File: src/hdl/dac_clocking_regs.vh
// Register map, field positions, reset values and timing counts of the
// input clocking block with its elastic input buffer.
// Assumes byte addressing on a 32-bit Avalon-MM register bus.
`ifndef DAC_CLOCKING_REGS_VH
`define DAC_CLOCKING_REGS_VH

// ------------------------------------------------------------------
// Register byte offsets
// ------------------------------------------------------------------
`define FIRST_CONFIG_OFS   5'h00
`define SECOND_CONFIG_OFS  5'h04
`define FOURTH_CONFIG_OFS  5'h0c
`define SYNC_CONTROL_OFS   5'h10
`define STATUS_OFS         5'h14

// ------------------------------------------------------------------
// Field positions
// ------------------------------------------------------------------
`define SKIP_BIT           0
`define INTERP_LSB         1
`define TWO_CLK_BIT        0
`define EDGE_INV_BIT       1
`define PRESC_LSB          2
`define FEEDBACK_LSB       4
`define INTERLEAVE_BIT     0
`define SYNC_SRC_LSB       0

// ------------------------------------------------------------------
// Reset values
// ------------------------------------------------------------------
`define FIRST_CONFIG_RST   3'h0
`define SECOND_CONFIG_RST  6'h00
`define FOURTH_CONFIG_RST  1'h0
`define SYNC_CONTROL_RST   3'h6

// ------------------------------------------------------------------
// Buffer pointer start slots, two entries apart
// ------------------------------------------------------------------
`define WRITE_SLOT_INITIAL 2'h2
`define READ_SLOT_INITIAL  2'h0

// ------------------------------------------------------------------
// Synchronisation source codes
// ------------------------------------------------------------------
`define SYNC_TX_GATE       3'h0
`define SYNC_PHASE_STROBE  3'h1
`define SYNC_QUAD_MARKER   3'h2
`define SYNC_PORT_B_MSB    3'h3
`define SYNC_PORT_A_ONCE   3'h4
`define SYNC_WRITE_NOW     3'h5
`define SYNC_DISABLED      3'h6
`define SYNC_WRITE_NOW_ALT 3'h7

// ------------------------------------------------------------------
// Timing counts
// ------------------------------------------------------------------
`define PLL_LOCK_CYCLES    200

`endif

File: src/hdl/dac_input_clocking_fifo.v
// Input clocking and elastic input buffer of a dual-channel interpolating DAC.
// Assumes core_clk stands for the sample-rate clock and all pins are asynchronous.
// Summary of operation
// - Supply pin low and two-clock bit clear: run from sample-rate clock only.
// - External mode divides sample clock by interpolation field, drives rate clock out.
// - External mode: input latched on rate-clock rising edge, or falling edge when inverted.
// - Prescaler divides oscillator by 1,2,4,8; its output further divided 2,4,8,16.
// - Feedback field picks divided clock, which is also the input data rate.
// - In PLL mode the rate-clock pin shows PLL lock status.
// - Dual mode without buffer: data-rate clock sets divider phase.
// - Dual mode with buffer: data-rate clock only latches input.
// - Writing skip bit 1 bypasses the input buffer.
// - Buffer captures both ports and phase strobe on the selected data clock.
// - Buffer holds four samples with separate write and read pointers.
// - Initialisation forces pointers to start slots two entries apart.
// - Three-bit field selects the buffer initialisation trigger source.
// - Selected source is registered on write clock and rising-edge detected.
// - Pointers advance on their own clocks and may drift apart.
// - Interleaved mode multiplexes both ports onto channel A.
// - Clock mode decided by supply pin and two-clock bit together.
`timescale 1ns/10ps
`default_nettype none
`include "dac_clocking_regs.vh"

module dac_input_clocking_fifo #(
  parameter LOCK_CYCLES = `PLL_LOCK_CYCLES
) (
  // Clock and reset
  input  wire        core_clk,
  input  wire        rstn,
  // Avalon-MM register slave
  input  wire [4:0]  avs_address,
  input  wire        avs_read,
  input  wire        avs_write,
  input  wire [31:0] avs_writedata,
  output reg  [31:0] avs_readdata,
  output wire        avs_waitrequest,
  // Clock pins
  input  wire        pll_supply_select,
  input  wire        data_rate_clock_in,
  output reg         lock_or_rate_clock_out,
  // Data source pins
  input  wire [15:0] port_a_word,
  input  wire [15:0] port_b_word,
  input  wire        phase_strobe,
  input  wire        transmit_gate,
  input  wire        quad_marker,
  // Sample outputs toward the datapath
  output reg  [15:0] dac_a_word,
  output reg  [15:0] dac_b_word,
  output reg         phase_strobe_out,
  output reg         sample_valid
);

  // ------------------------------------------------------------------
  // Clock modes
  // ------------------------------------------------------------------
  localparam MODE_EXT  = 3'b001;
  localparam MODE_PLL  = 3'b010;
  localparam MODE_DUAL = 3'b100;
  localparam LOCK_W    = 16;
  localparam [LOCK_W-1:0] LOCK_MAX = LOCK_CYCLES[LOCK_W-1:0];

  // ------------------------------------------------------------------
  // Pin synchronisers
  // ------------------------------------------------------------------
  reg  [36:0] pin_meta_ff;
  reg  [36:0] pin_sync_ff;
  wire [36:0] pin_raw = {pll_supply_select, data_rate_clock_in, transmit_gate,
                         quad_marker, phase_strobe, port_b_word, port_a_word};

  // Two flip-flops before any logic reads a pin.
  always @(posedge core_clk or negedge rstn) begin
    if (!rstn) begin
      pin_meta_ff <= 37'h0;
      pin_sync_ff <= 37'h0;
    end else begin
      pin_meta_ff <= pin_raw;
      pin_sync_ff <= pin_meta_ff;
    end
  end

  wire [15:0] a_sync     = pin_sync_ff[15:0];
  wire [15:0] b_sync     = pin_sync_ff[31:16];
  wire        strobe_s   = pin_sync_ff[32];
  wire        quad_s     = pin_sync_ff[33];
  wire        gate_s     = pin_sync_ff[34];
  wire        dclk_s     = pin_sync_ff[35];
  wire        pll_pin_s  = pin_sync_ff[36];

  // ------------------------------------------------------------------
  // Configuration registers
  // ------------------------------------------------------------------
  reg  [2:0]  first_cfg_ff;
  reg  [5:0]  second_cfg_ff;
  reg         fourth_cfg_ff;
  reg  [2:0]  sync_ctl_ff;
  reg         ack_ff;
  reg         sync_wr_ff;

  wire        bus_req  = avs_read | avs_write;
  wire        wr_go    = avs_write & ack_ff;
  wire        skip     = first_cfg_ff[`SKIP_BIT];
  wire [1:0]  interp   = first_cfg_ff[`INTERP_LSB+1:`INTERP_LSB];
  wire        two_clk  = second_cfg_ff[`TWO_CLK_BIT];
  wire        edge_inv = second_cfg_ff[`EDGE_INV_BIT];
  wire [1:0]  presc    = second_cfg_ff[`PRESC_LSB+1:`PRESC_LSB];
  wire [1:0]  fb_sel   = second_cfg_ff[`FEEDBACK_LSB+1:`FEEDBACK_LSB];
  wire        interlv  = fourth_cfg_ff;
  wire [2:0]  sync_src = sync_ctl_ff;

  // One wait cycle per access; the answer stands at the second edge.
  assign avs_waitrequest = bus_req & ~ack_ff;

  // Acknowledge toggles so each access takes exactly two cycles.
  always @(posedge core_clk or negedge rstn) begin
    if (!rstn)
      ack_ff <= 1'b0;
    else
      ack_ff <= bus_req & ~ack_ff;
  end

  // Register writes take effect at the edge where waitrequest is low.
  always @(posedge core_clk or negedge rstn) begin
    if (!rstn) begin
      first_cfg_ff  <= `FIRST_CONFIG_RST;
      second_cfg_ff <= `SECOND_CONFIG_RST;
      fourth_cfg_ff <= `FOURTH_CONFIG_RST;
      sync_ctl_ff   <= `SYNC_CONTROL_RST;
    end else if (wr_go) begin
      case (avs_address)
        `FIRST_CONFIG_OFS:  first_cfg_ff  <= avs_writedata[2:0];
        `SECOND_CONFIG_OFS: second_cfg_ff <= avs_writedata[5:0];
        `FOURTH_CONFIG_OFS: fourth_cfg_ff <= avs_writedata[`INTERLEAVE_BIT];
        `SYNC_CONTROL_OFS:  sync_ctl_ff   <= avs_writedata[2:0];
        default: ;
      endcase
    end
  end

  // ------------------------------------------------------------------
  // Clock mode decode
  // ------------------------------------------------------------------
  reg  [2:0] mode;

  // Supply pin high wins over the two-clock bit.
  always @* begin
    if (pll_pin_s)
      mode = MODE_PLL;
    else if (two_clk)
      mode = MODE_DUAL;
    else
      mode = MODE_EXT;
  end

  // Buffer use: dual mode also needs the edge-invert bit set.
  wire use_buffer = ~skip & ((mode != MODE_DUAL) | edge_inv);

  // ------------------------------------------------------------------
  // Internal divider and rate clock
  // ------------------------------------------------------------------
  reg  [6:0] div_cnt_ff;
  reg  [2:0] shift;
  reg        rate_clk_ff;
  reg        dclk_q_ff;
  wire       dclk_rise = dclk_s & ~dclk_q_ff;
  wire       phase_set = (mode == MODE_DUAL) & ~use_buffer & dclk_rise;

  // Divide ratio: interpolation field, or prescaler times feedback in PLL mode.
  always @* begin
    case (mode)
      MODE_PLL:  shift = {1'b0, presc} + {1'b0, fb_sel};
      MODE_EXT:  shift = {1'b0, interp};
      MODE_DUAL: shift = {1'b0, interp};
      default:   shift = 3'h0;
    endcase
  end

  wire nxt_rate_clk = div_cnt_ff[shift];

  // Divider runs freely; the data-rate clock may re-phase it.
  always @(posedge core_clk or negedge rstn) begin
    if (!rstn) begin
      div_cnt_ff  <= 7'h00;
      rate_clk_ff <= 1'b0;
      dclk_q_ff   <= 1'b0;
    end else begin
      dclk_q_ff   <= dclk_s;
      rate_clk_ff <= nxt_rate_clk;
      if (phase_set)
        div_cnt_ff <= 7'h01 << shift;
      else
        div_cnt_ff <= div_cnt_ff + 7'h01;
    end
  end

  // One tick per input sample on the rising edge of the rate clock.
  wire rd_tick = nxt_rate_clk & ~rate_clk_ff;

  // ------------------------------------------------------------------
  // PLL lock indication
  // ------------------------------------------------------------------
  reg [LOCK_W-1:0] lock_cnt_ff;
  wire             locked = (lock_cnt_ff == LOCK_MAX);

  // Lock is declared a fixed time after entering PLL mode.
  always @(posedge core_clk or negedge rstn) begin
    if (!rstn)
      lock_cnt_ff <= {LOCK_W{1'b0}};
    else if (mode != MODE_PLL)
      lock_cnt_ff <= {LOCK_W{1'b0}};
    else if (!locked)
      lock_cnt_ff <= lock_cnt_ff + {{(LOCK_W-1){1'b0}}, 1'b1};
  end

  // Pin shows lock in PLL mode, the divided rate clock otherwise.
  always @(posedge core_clk or negedge rstn) begin
    if (!rstn)
      lock_or_rate_clock_out <= 1'b0;
    else if (mode == MODE_PLL)
      lock_or_rate_clock_out <= locked;
    else
      lock_or_rate_clock_out <= rate_clk_ff;
  end

  // ------------------------------------------------------------------
  // Write clock selection
  // ------------------------------------------------------------------
  reg  pin_q_ff;
  wire pin_rise = lock_or_rate_clock_out & ~pin_q_ff;
  wire pin_fall = ~lock_or_rate_clock_out & pin_q_ff;
  reg  wr_stb;

  // The rate clock is sensed back at the output pin.
  always @(posedge core_clk or negedge rstn) begin
    if (!rstn)
      pin_q_ff <= 1'b0;
    else
      pin_q_ff <= lock_or_rate_clock_out;
  end

  // External mode latches on the pin edge; other modes on the data clock.
  always @* begin
    case (mode)
      MODE_EXT:  wr_stb = edge_inv ? pin_fall : pin_rise;
      MODE_DUAL: wr_stb = dclk_rise;
      MODE_PLL:  wr_stb = dclk_rise;
      default:   wr_stb = 1'b0;
    endcase
  end

  // ------------------------------------------------------------------
  // Synchronisation source
  // ------------------------------------------------------------------
  reg  src_q_ff;
  reg  a15_q_ff;
  reg  once_armed_ff;
  reg  sel_src;
  wire a15_edge = wr_stb & (a_sync[15] ^ a15_q_ff);
  wire write_now = (sync_src == `SYNC_WRITE_NOW) | (sync_src == `SYNC_WRITE_NOW_ALT);

  // Pick the selected trigger level.
  always @* begin
    case (sync_src)
      `SYNC_TX_GATE:      sel_src = gate_s;
      `SYNC_PHASE_STROBE: sel_src = strobe_s;
      `SYNC_QUAD_MARKER:  sel_src = quad_s;
      `SYNC_PORT_B_MSB:   sel_src = b_sync[15];
      `SYNC_PORT_A_ONCE:  sel_src = once_armed_ff & a15_edge;
      default:            sel_src = sync_wr_ff & write_now;
    endcase
  end

  // Rising edge of the source, registered on the write clock.
  wire init_stb = wr_stb & sel_src & ~src_q_ff & (sync_src != `SYNC_DISABLED);

  // Source history and the one-shot arming advance on the write clock.
  always @(posedge core_clk or negedge rstn) begin
    if (!rstn) begin
      src_q_ff      <= 1'b0;
      a15_q_ff      <= 1'b0;
      once_armed_ff <= 1'b1;
      sync_wr_ff    <= 1'b0;
    end else begin
      if (wr_stb) begin
        src_q_ff <= sel_src;
        a15_q_ff <= a_sync[15];
      end
      // A sync-control write sets the pending pulse; the set wins.
      if (wr_go && avs_address == `SYNC_CONTROL_OFS)
        sync_wr_ff <= 1'b1;
      else if (wr_stb)
        sync_wr_ff <= 1'b0;
      // The port-A trigger fires once, then re-arms on a sync-control write.
      if (wr_go && avs_address == `SYNC_CONTROL_OFS)
        once_armed_ff <= 1'b1;
      else if (sync_src == `SYNC_PORT_A_ONCE && init_stb)
        once_armed_ff <= 1'b0;
    end
  end

  // ------------------------------------------------------------------
  // Elastic buffer and bypass path
  // ------------------------------------------------------------------
  wire [32:0] buf_out;
  wire [1:0]  wr_ptr;
  wire [1:0]  rd_ptr;

  elastic_buffer #(
    .WIDTH (33),
    .DEPTH (4)
  ) u_buffer (
    .core_clk   (core_clk),
    .rstn       (rstn),
    .wr_stb     (wr_stb),
    .wr_data    ({strobe_s, b_sync, a_sync}),
    .init_stb   (init_stb),
    .rd_stb     (rd_tick),
    .rd_data_ff (buf_out),
    .wr_ptr     (wr_ptr),
    .rd_ptr     (rd_ptr)
  );

  reg         sample_q_ff;
  reg         half_ff;
  wire [32:0] src_word = use_buffer ? buf_out : {strobe_s, b_sync, a_sync};

  // Output words follow the read tick; buffer output lags by one cycle.
  always @(posedge core_clk or negedge rstn) begin
    if (!rstn) begin
      sample_q_ff      <= 1'b0;
      half_ff          <= 1'b0;
      dac_a_word       <= 16'h0000;
      dac_b_word       <= 16'h0000;
      phase_strobe_out <= 1'b0;
      sample_valid     <= 1'b0;
    end else begin
      sample_q_ff  <= rd_tick;
      sample_valid <= sample_q_ff;
      if (sample_q_ff) begin
        phase_strobe_out <= src_word[32];
        dac_b_word       <= src_word[31:16];
        half_ff          <= ~half_ff;
        if (interlv)
          dac_a_word <= half_ff ? src_word[31:16] : src_word[15:0];
        else
          dac_a_word <= src_word[15:0];
      end
    end
  end

  // ------------------------------------------------------------------
  // Register read-back
  // ------------------------------------------------------------------
  // Read data is loaded in the wait cycle and stands at the answer edge.
  always @(posedge core_clk or negedge rstn) begin
    if (!rstn)
      avs_readdata <= 32'h00000000;
    else if (avs_read && !ack_ff) begin
      case (avs_address)
        `FIRST_CONFIG_OFS:  avs_readdata <= {29'h0, first_cfg_ff};
        `SECOND_CONFIG_OFS: avs_readdata <= {26'h0, second_cfg_ff};
        `FOURTH_CONFIG_OFS: avs_readdata <= {31'h0, fourth_cfg_ff};
        `SYNC_CONTROL_OFS:  avs_readdata <= {29'h0, sync_ctl_ff};
        `STATUS_OFS:        avs_readdata <= {23'h0, use_buffer, rd_ptr, wr_ptr,
                                             locked, mode};
        default:            avs_readdata <= 32'h00000000;
      endcase
    end
  end

endmodule // dac_input_clocking_fifo
`default_nettype wire

File: src/hdl/elastic_buffer.v
// Four-entry elastic buffer with independent write and read pointers.
// Assumes write and read strobes are single-cycle pulses on clk.
`timescale 1ns/10ps
`default_nettype none
`include "dac_clocking_regs.vh"

module elastic_buffer #(
  parameter WIDTH = 33,
  parameter DEPTH = 4
) (
  // Clock and reset
  input  wire             core_clk,
  input  wire             rstn,
  // Write side
  input  wire             wr_stb,
  input  wire [WIDTH-1:0] wr_data,
  // Pointer initialisation
  input  wire             init_stb,
  // Read side
  input  wire             rd_stb,
  output reg  [WIDTH-1:0] rd_data_ff,
  output wire [1:0]       wr_ptr,
  output wire [1:0]       rd_ptr
);

  // ------------------------------------------------------------------
  // Storage and pointers
  // ------------------------------------------------------------------
  reg [WIDTH-1:0] mem_ff [0:DEPTH-1]; // Four sample slots.
  reg [1:0]       wr_ptr_ff;
  reg [1:0]       rd_ptr_ff;

  assign wr_ptr = wr_ptr_ff;
  assign rd_ptr = rd_ptr_ff;

  // Pointers start two apart at reset and at every initialisation.
  always @(posedge core_clk or negedge rstn) begin
    if (!rstn) begin
      wr_ptr_ff <= `WRITE_SLOT_INITIAL;
      rd_ptr_ff <= `READ_SLOT_INITIAL;
    end else if (init_stb) begin
      wr_ptr_ff <= `WRITE_SLOT_INITIAL;
      rd_ptr_ff <= `READ_SLOT_INITIAL;
    end else begin
      // Free-running pointers; drift may let one overrun the other.
      if (wr_stb)
        wr_ptr_ff <= wr_ptr_ff + 2'h1;
      if (rd_stb)
        rd_ptr_ff <= rd_ptr_ff + 2'h1;
    end
  end

  // Each slot is written when the write pointer points at it.
  genvar gi;
  generate
    for (gi = 0; gi < DEPTH; gi = gi + 1) begin : g_slot
      localparam [31:0] SLOT = gi;
      always @(posedge core_clk or negedge rstn) begin
        if (!rstn)
          mem_ff[gi] <= {WIDTH{1'b0}};
        else if (wr_stb && {30'h0, wr_ptr_ff} == SLOT)
          mem_ff[gi] <= wr_data;
      end
    end
  endgenerate

  // Read word is registered on each read strobe.
  always @(posedge core_clk or negedge rstn) begin
    if (!rstn)
      rd_data_ff <= {WIDTH{1'b0}};
    else if (rd_stb)
      rd_data_ff <= mem_ff[rd_ptr_ff];
  end

endmodule // elastic_buffer
`default_nettype wire

File: config.mk
export PLATFORM = sky130hd
export DESIGN_NAME = dac_input_clocking_fifo
export DESIGN_NICKNAME = d
export VERILOG_FILES = /design/src/hdl/dac_input_clocking_fifo.v /design/src/hdl/elastic_buffer.v
export VERILOG_INCLUDE_DIRS = /design/src /design/src/hdl
export SDC_FILE = /design/constraint.sdc
export NUM_CORES = 1
export LEC_CHECK = 0
export BUFFER_PORTS_ARGS = -buffer_cell sky130_fd_sc_hd__buf_2
export CORE_UTILIZATION = 45
export DETAILED_ROUTE_END_ITERATION = 12
export PLACE_DENSITY = 0.67
export SLEW_MARGIN = 10
export SYNTH_ARGS = -nofsm -noshare
export SYNTH_HDL_FRONTEND = slang
export SYNTH_HIERARCHICAL = 1
export SYNTH_SLANG_ARGS = --single-unit
File: constraint.sdc
create_clock -name core_clk -period 2.9 [get_ports core_clk]
set_input_delay 0.145 -clock core_clk [delete_from_list [all_inputs] [get_ports core_clk]]
set_output_delay 0.145 -clock core_clk [all_outputs]
set_load 0.02 [all_outputs]
==> impl_metrics.toml, run 1 <==
[clock_network]
tritoncts = "built"
cts_buffers = 37
insertion_delay_ps = 520
postCtsSetupRepairBufs = 0
clkSlewWorstSetupHoldPaths_ps = 60
h-tree-depth = 2
cts-root-buf = "clkbuf_16"
hold_buffers = 47
cts_resized = 0
cts.sinks = 333
clk_path_buf_depth = 3

[sta]
relSlewSlack_pct = 47.6
max_freq_mhz = 369
finalHoldViolCount = 0
finalSetupViolCount = 0
slew_violations = 0
fin_skew_ps = 16.5
period_needed_ps = 2710
whs_ps = 27.9
rsz0062_at_grt = "no"
worstMarginPinSlew_ps = 786
min_period_over_period_pct = 93.4
fin_tns_setup_ps = 0

[grt]
grt_use_met2_pct = 29.0
grt.busiest_layer = "met2"
gr-usage-met1_pct = 27.6
met3_usage_pct = 2.62
grt_pass1_wl_um = 48700
grt_max_degree = 98
grt.overflow.total = 0
antenna_found_initial = 0
grt_pass1_vias = 8713
track_usage_pct = 18.8

[placement]
place_inst = 1469
gp_congestion = 0.814
hpwl_um = 18000
portBuffers = 96
place_area_mm2 = 0.0152

[detailed_routing]
drc = 0
routedWlPerCell_um = 19.0
vias = 8373
viasPerCell = 5.30
drt_iter0_drc = 397
drtPass1Iterations = 5
drt.antenna.violating_nets = 0
drt-total-wl_um = 30000

[floorplan]
die_w_um = 181
boundaryPins = 146
fp.dieH_um = 181
core_area_mm2 = 0.0316
initial_utilization_pct = 45.7
fp-row-count = 65
dieArea_mm2 = 0.0329

[critical_path]
cp-start-kind = "register"
critPathCaptureType = "register"
crit_arrival_ps = 3080
worstPathRequired_ps = 3270
crit_type = "register to register"
reg2reg_depth = 9
cp_max_fo = 37

[logic_synthesis]
synth_edf_count = 0
syn_inst = 1007
synth_area_mm2 = 0.0145
yosys_warnings = 6
yosys_register_bits = 333
ys.flop_type = "dfrtp_1"
async_flop_share_pct = 100
ys_seq_area_share_pct = 57.6
avgSynthCellArea_um2 = 14.4
synth_cell_types = 60

[finish]
diodes = 0
fill_cells = 2608
layout.cells.most_common = "dfrtp_1"
fin_cells = 1580
drive_above_1_share_pct = 28.9
final_cell_mix = "dfrtp_1 (327), mux2_4 (120), mux2i_1 (111)"
synthToLayoutAreaGrowth_pct = 16.1
fin_area_mm2 = 0.0168
layout.nets = 1240

[pwr]
ir_drop_mv = 0.667
p_per_area_mw_per_mm2 = 1070
power_mw = 17.9
leakagePower_nw = 8.10

[flow_run]
cap_violations = 0

[worst_hold_path]
hp-class = "input port to register"
min_path_cells = 3

[run_status]
outcome = "complete, no violations"
cells by family after synthesis:
logic type,count (synthesis),share of synthesized area (%)
adders and majority gates,9,0.830
DFF,333,57.6
and+or+nand+nor,188,7.56
AOI/OAI and AO/OA,107,5.41
xor gates and xnor gates,20,1.21
buffers and inverters,87,4.79
muxes,262,22.6
other,1,0.0259
routing by layer:
layer | vias to the layer above | wire [um] | share of wire, %
met3 | 41 | 1150 | 3.8
met2 | 183 | 13600 | 45
met4 | 0 | 563 | 1.9
met1 | 4316 | 14700 | 49
met5 | - | 0 | 0
li1 | 3833 | - | -
worst max-delay path, cell delays in order, from the launching register on:
cell and delay, ps:
dfrtp_1 390, ha_1 210, fa_1 450, mux2i_1 240, a21oi_1 120, a22o_1 270, nor3_2 330, buf_12 260
nand2b_1 160, o221ai_1 130
flip-flops by register name, indices dropped and copies added (netlist names), 3 cells and up:
signal               flops
dac_b_word              16
dac_a_word              16
u_buffer/rd_data_ff     33
avs_readdata             9
second_cfg_ff            6
lock_cnt_ff             16
sync_ctl_ff              3
u_buffer/mem_ff        132
first_cfg_ff             3
pin_sync_ff             37
pin_meta_ff             37
div_cnt_ff               7
area by class of cell:
cell class	instances	area (um2)	area share, %
inverter	9	33.8	0.201
clock buffer	55	1110	6.58
clock inverter	9	80.1	0.476
multi-input combinational	609	5540	33.0
tap	402	503	2.99
timing repair buffer	163	1200	7.13
sequential	333	8340	49.6
synth_stat cells, types with 8 or more instances:
| cell type | count | share of area, % |
|---|---|---|
| xnor2_1 | 14 | 0.85 |
| a21oi_1 | 25 | 0.86 |
| buf_4 | 33 | 1.7 |
| buf_2 | 11 | 0.38 |
| clkbuf_1 | 18 | 0.47 |
| o221ai_1 | 44 | 2.7 |
| inv_1 | 9 | 0.23 |
| nor2_1 | 41 | 1.1 |
| nand2_1 | 30 | 0.78 |
| and2_1 | 12 | 0.52 |
| mux2_4 | 120 | 12 |
| nand2b_1 | 49 | 2.1 |
| dfrtp_1 | 329 | 57 |
| mux2i_1 | 111 | 7.7 |
| ha_1 | 8 | 0.69 |
| buf_12 | 12 | 1.7 |
| mux2_2 | 30 | 2.3 |
| a221oi_1 | 8 | 0.48 |
| o21ai_0 | 12 | 0.42 |
| nand3_1 | 10 | 0.35 |
per-stage QoR:
step	setup slack, ps	utilization, %
3_5_place_dp	220	47.9
2_1_floorplan	340	-
3_3_place_gp	271	47.9
6_report	190	53.1
5_1_grt	30.8	53.1
4_1_cts	192	53.1
where the power goes:
group / switching, mW / leakage [nW] / internal, mW
logic: 2.87 / 3.49 / 3.20
registers: 1.03 / 4.02 / 6.31
clock network: 1.81 / 0.584 / 2.73
total: 5.70 / 8.10 / 12.2
final timing paths:
kind / startpoint / end / slack, ps
worst max register to register: second_cfg_ff[2] / u_buffer/rd_data_ff[1] / 190
worst min-delay path: avs_write / sync_wr_ff / 30
worst max-delay path: second_cfg_ff[2] / u_buffer/rd_data_ff[1] / 190
min in group asynchronous: rstn / dac_b_word[10] / 280
worst min register to register: pin_meta_ff[34] / pin_sync_ff[34] / 340
max in group asynchronous: rstn / u_buffer/mem_ff[110] / 1730
(Power assumes the default switching activity.)
==> inputs of run 2 (changes only) <==
- CTS_BUF_LIST: unset -> sky130_fd_sc_hd__clkbuf_4 sky130_fd_sc_hd__clkbuf_8 sky130_fd_sc_hd__clkbuf_16
- RECOVER_POWER: unset -> 25
==> run 2 against run 1 <==
  * Global-route usage barely moved
  * Clock power increased by 2%
  * Highest routed layer unchanged
  * Largest power group unchanged
  * Via count shrank 0.26%
  * Largest cell class unchanged
  * Sequential power hardly changed
  * Critical path type unchanged
  * Sequential cell count unchanged
  * Utilization up 0.067 points
  * Clock skew down 1.6 ps
  * Critical endpoint unchanged
==> impl_metrics.toml, run 2 (synthesized netlist as in run 1, its figures left out) <==
[sta]
slew_violations = 0
finalHoldViolCount = 0
period_needed_ps = 2710
finalSetupViolCount = 0
whs_ps = 23.5
fin_skew_ps = 14.8
min_period_over_period_pct = 93.5
max_freq_mhz = 369
fin_tns_setup_ps = 0
worstMarginPinSlew_ps = 914
rsz0062_at_grt = "no"
relSlewSlack_pct = 39.1

[clock_network]
tritoncts = "built"
clk_path_buf_depth = 3
clkSlewWorstSetupHoldPaths_ps = 60
cts.sinks = 333
cts_resized = 0
insertion_delay_ps = 520
postCtsSetupRepairBufs = 0
cts_buffers = 37
cts-root-buf = "clkbuf_16"
h-tree-depth = 2

[detailed_routing]
drt-total-wl_um = 30000
drc = 0
viasPerCell = 5.29
vias = 8351
drt.antenna.violating_nets = 0
drtPass1Iterations = 4
routedWlPerCell_um = 19.0
drt_iter0_drc = 424

[finish]
largest_register = "u_buffer/mem_ff"
largest_reg_flops = 132
top_regs = "u_buffer/mem_ff (132), pin_meta_ff (37), pin_sync_ff (37)"
diodes = 0
drive_above_1_share_pct = 29.2
layout.cells.most_common = "dfrtp_1"
final_cell_mix = "dfrtp_1 (328), mux2_4 (120), mux2i_1 (111)"
fill_cells = 2606
layout.nets = 1240
synthToLayoutAreaGrowth_pct = 16.3

[grt]
grt_pass1_vias = 8707
grt_max_degree = 98
track_usage_pct = 18.8
grt_pass1_wl_um = 48700
grt.overflow.total = 0
antenna_found_initial = 0

[pwr]
p_per_area_mw_per_mm2 = 1070
ir_drop_mv = 0.669
leakagePower_nw = 8.11

[critical_path]
crit_arrival_ps = 3130
crit_slowest_cell = "fa_1"
worstPathRequired_ps = 3310
cp_max_fo = 33
cp-start-kind = "register"
crit_type = "register to register"
critPathCaptureType = "register"
crit_chain = "ha_1 -> fa_1 -> mux2i_1 -> a21oi_1 -> a22o_1 -> nor3_2 -> nand2_1 -> buf_12 -> o221ai_1"
max_stage_delay_ps = 450

[floorplan]
boundaryPins = 146
dieArea_mm2 = 0.0329
fp.dieH_um = 181
core_area_mm2 = 0.0316
die_w_um = 181
fp-row-count = 65
initial_utilization_pct = 45.7

[placement]
portBuffers = 96
hpwl_um = 18000
gp_congestion = 0.814

[run_status]
outcome = "complete, no violations"

[flow_run]
cap_violations = 0

[worst_hold_path]
hp-class = "input port to register"
[run 2: power by group]
group	total (mW)	internal [mW]	switching, mW
logic	6.06	3.20	2.86
registers	7.34	6.31	1.03
clock network	4.62	2.81	1.81
total	18.0	12.3	5.71
[run 2: what timing repair did]
| item | 4_1_cts | 5_1_grt |
|---|---|---|
| hold endpoints to repair | 138 | 0 |
| setup endpoints to repair | 0 | 0 |
| hold buffers | 47 | 0 |
[run 2: final timing paths]
| check | end | start | slack [ps] | cells past startpoint |
|---|---|---|---|---|
| max | u_buffer/rd_data_ff[1] | second_cfg_ff[2] | 190 | 9 |
| min | sync_wr_ff | avs_write | 20 | 3 |
| min reg2reg | pin_sync_ff[16] | pin_meta_ff[16] | 340 | 0 |
| min in group asynchronous | dac_b_word[10] | rstn | 280 | 2 |
| max reg2reg | u_buffer/rd_data_ff[1] | second_cfg_ff[2] | 190 | 9 |
| max in group asynchronous | u_buffer/mem_ff[123] | rstn | 1330 | 3 |
[run 2: final cells by class]
type	instances	area [um2]	share of cell area, %
clock buffers	55	1140	6.77
clock inverters	9	80.1	0.476
inverters	9	33.8	0.201
multi-input cells	609	5540	32.9
flip-flops and latches	333	8340	49.6
well taps	402	503	2.99
repair buffers	163	1190	7.06
[run 2: critical path, delay by kind of cell, from the launching register on]
family / cells / cell delay [ps]
AOI/OAI and AO/OA: 3 / 630
adders and majority gates: 2 / 660
buffers and inverters: 1 / 200
DFF: 1 / 390
muxes: 1 / 240
and+or+nand+nor: 2 / 470
[run 2: through the flow]
step	instances	area, um2	total power, mW	setup WS, ps	util [%]
after floorplan	1029	14600	11.9	340	-
after global placement	1469	15200	13.2	271	47.9
after detailed placement	1469	15200	13.4	220	47.9
after CTS	1580	16800	18.1	192	53.2
after global routing	1580	16800	19.0	31.1	53.2
final	1580	16800	18.0	189	53.2
[run 2: routing by layer]
layer  global-route usage, %  wire [um]  part of all wire [%]  vias up
li1                        -          -                     -     3832
met4                    5.32        564                   1.9        0
met5                       0          0                     0        -
met1                    27.6      14800                    49     4312
met3                    2.62       1050                   3.5       41
met2                    29.1      13600                    45      166
==> inputs of run 3 (changes only) <==
- CORE_UTILIZATION: 45 -> 50
- PLACE_DENSITY: 0.67 -> 0.72
- SYNTH_HIERARCHICAL: 1 -> unset
==> run 3 against run 2 <==
  * Clock power up 3%
  * Combinational power shrank 12%
  * Global-route usage grew 1.6 points
  * Largest power group unchanged
==> impl_metrics.toml, run 3 <==
[run_status]
outcome = "complete, no violations"

[placement]
place_worst_setup_slack_ps = 21.6
portBuffers = 96
hpwl_um = 16600
gp_congestion = 0.784

[critical_path]
r2r-start = "second_cfg_ff[2]"
crit_arrival_ps = 3140
r2r_slack_ps = 150
cp_max_fo = 17
max_stage_delay_ps = 510
crit_slowest_cell = "fa_1"
crit_chain = "ha_1 -> fa_1 -> mux2i_4 -> nand3_1 -> o211a_1 -> or3_4 -> clkbuf_16 -> mux2_4"
cp-start-kind = "register"
crit_type = "register to register"
r2r-end = "u_buffer.rd_data_ff[19]"
worstPathRequired_ps = 3300
reg2reg_depth = 8
critPathCaptureType = "register"

[logic_synthesis]
ys_top_cells_by_area = "dfrtp_1 (59%), mux2_2 (13%), mux4_2 (6.0%)"
synth_compound_area_share_pct = 4.43
synth_edf_count = 0
async_flop_share_pct = 100
yosysTopAreaCell = "dfrtp_1"
synth_mux_area_share_pct = 24.1
synthTopCellsByCount = "dfrtp_1 (329), mux2_2 (161), nand2_1 (63)"
avgSynthCellArea_um2 = 14.4
synth_cell_types = 58
synth_adder_area_share_pct = 0.858
synth_top_family_by_area = "multiplexers"
yosys_warnings = 0
ys.flop_type = "dfrtp_1"
synth_xor_area_share_pct = 1.13
syn_inst = 973
ys_seq_area_share_pct = 59.5
synth_area_mm2 = 0.0140
yosys_register_bits = 333
synth.most_common_cell = "dfrtp_1"
synth.top_cell.area_share_pct = 58.8
synth-simple-area-share_pct = 6.40

[sta]
min_period_over_period_pct = 94.7
period_needed_ps = 2750
setup_slack_ps = 154
finalHoldViolCount = 0
rsz0062_at_grt = "no"
slew_violations = 0
finalSetupViolCount = 0
fin_tns_setup_ps = 0
worstMarginPinSlew_ps = 996
whs_ps = 65.8
max_freq_mhz = 364
fin_skew_ps = 25.4
relSlewSlack_pct = 33.6

[worst_hold_path]
hp-class = "input port to register"
min_path_cells = 3
hold_start = "avs_address[0]"
min_to = "avs_readdata[0]"

[finish]
largest_register = "u_buffer.mem_ff"
layout.cells.most_common = "dfrtp_1"
diodes = 0
fin_util_pct = 61.3
final_cell_mix = "dfrtp_1 (328), mux2_2 (161), buf_2 (93)"
synthToLayoutAreaGrowth_pct = 19.0
drive_above_1_share_pct = 37.0
layout.nets = 1215
largest_reg_flops = 132
fill_cells = 2072
top_regs = "u_buffer.mem_ff (132), pin_meta_ff (37), pin_sync_ff (37)"

[clock_network]
cts-root-buf = "clkbuf_16"
clk_path_buf_depth = 3
clkSlewWorstSetupHoldPaths_ps = 60
cts.sinks = 333
h-tree-depth = 2
insertion_delay_ps = 520
cts_buffers = 36
tritoncts = "built"

[detailed_routing]
routedWlPerCell_um = 18.2
drc = 0
drt.antenna.violating_nets = 0
drt_iter0_drc = 446
drtPass1Iterations = 4
vias = 8193
drt-total-wl_um = 27800
viasPerCell = 5.37

[grt]
grt_pass1_wl_um = 45900
antenna_found_initial = 0
grt.overflow.total = 0
track_usage_pct = 20.4
grt_pass1_vias = 8561
grt_max_degree = 91

[floorplan]
die_w_um = 169
fp.dieH_um = 169
initial_utilization_pct = 51.5
fp-row-count = 60
boundaryPins = 146
dieArea_mm2 = 0.0287
core_area_mm2 = 0.0272

[pwr]
ir_drop_mv = 0.543
power_mw = 17.4
leakagePower_nw = 7.64
p_per_area_mw_per_mm2 = 1040

[flow_run]
cap_violations = 0
[run 3: changes by cell type in the layout (fill, tap and decap cells not counted), moves of 15 or more]
cell / delta
and2_1: +16
mux2i_1: -88
mux4_2: +37
nand2b_1: -43
mux2_4: -89
o221ai_1: -44
a31oi_1: +15
mux2_2: +131
a211oi_1: +16
nand2_1: +33
[run 3: power breakdown]
group	total [mW]	internal (mW)	leakage, nW	switching (mW)
sequential	7.31	6.29	4.03	1.02
clock	4.77	2.95	0.628	1.82
combinational	5.32	3.08	2.98	2.23
[run 3: cell type report]
cell class                 instances  area [um2]  share of cell area [%]
sequential                       333        8340                    50.0
multi-input combinational        576        5290                    31.7
timing repair buffer             169        1270                    7.65
clock buffer                      51        1070                    6.44
tap                              372         465                    2.79
clock inverter                    12         180                    1.08
inverter                          12        45.0                   0.270
[run 3: critical path, delay by kind of cell (launching register included)]
kind                     cells  cell delay [ps]
buffers and inverters        1              230
adder cells (fa/ha/maj)      2              720
flip-flops                   1              400
multiplexers                 2              550
AO/OA/AOI/OAI                1              180
AND/OR/NAND/NOR              2              540
[run 3: timing repair]
item                                    in CTS  in global routing
endpoints found under the setup margin       0                 33
hold endpoints to repair                   132                  0
setup buffers                                0                  0
resized for setup                            0                  3
hold buffers                                46                  0
[run 3: logic make-up after synthesis]
logic type               Yosys count
flip-flops                       333
multiplexers                     254
AND/OR/NAND/NOR                  178
AO/OA/AOI/OAI                     94
buffers and inverters             86
XOR/XNOR                          18
adder cells (fa/ha/maj)            9
other                              1
[run 3: per-layer routing]
layer | vias to the layer above | part of all wire, % | wire (um) | track usage, %
met4 | 0 | 2.3 | 647 | 5.91
li1 | 3750 | - | - | -
met1 | 4242 | 45 | 12600 | 28.4
met3 | 45 | 3.6 | 1000 | 2.78
met5 | - | 0 | 0 | 0
met2 | 156 | 49 | 13500 | 33.7
[run 3: stage by stage]
| stage | instance area [um2] | instances |
|---|---|---|
| after global placement | 14900 | 1415 |
| after floorplan | 14100 | 995 |
| after CTS | 16600 | 1524 |
| after detailed placement | 14900 | 1415 |
| final | 16700 | 1525 |
| after global routing | 16700 | 1525 |
[run 3: worst max path at each step]
stage / from / endpoint / slack [ps] / depth (start not counted)
after global routing: second_cfg_ff[2] / u_buffer.rd_data_ff[31] / 50 / 8
after detailed placement: second_cfg_ff[2] / u_buffer.rd_data_ff[16] / 20 / 8
after floorplan: second_cfg_ff[2] / u_buffer.rd_data_ff[10] / 200 / 9
final: second_cfg_ff[2] / u_buffer.rd_data_ff[19] / 150 / 8
after global placement: second_cfg_ff[2] / u_buffer.rd_data_ff[3] / 80 / 8
after CTS: second_cfg_ff[2] / u_buffer.rd_data_ff[27] / 4 / 8
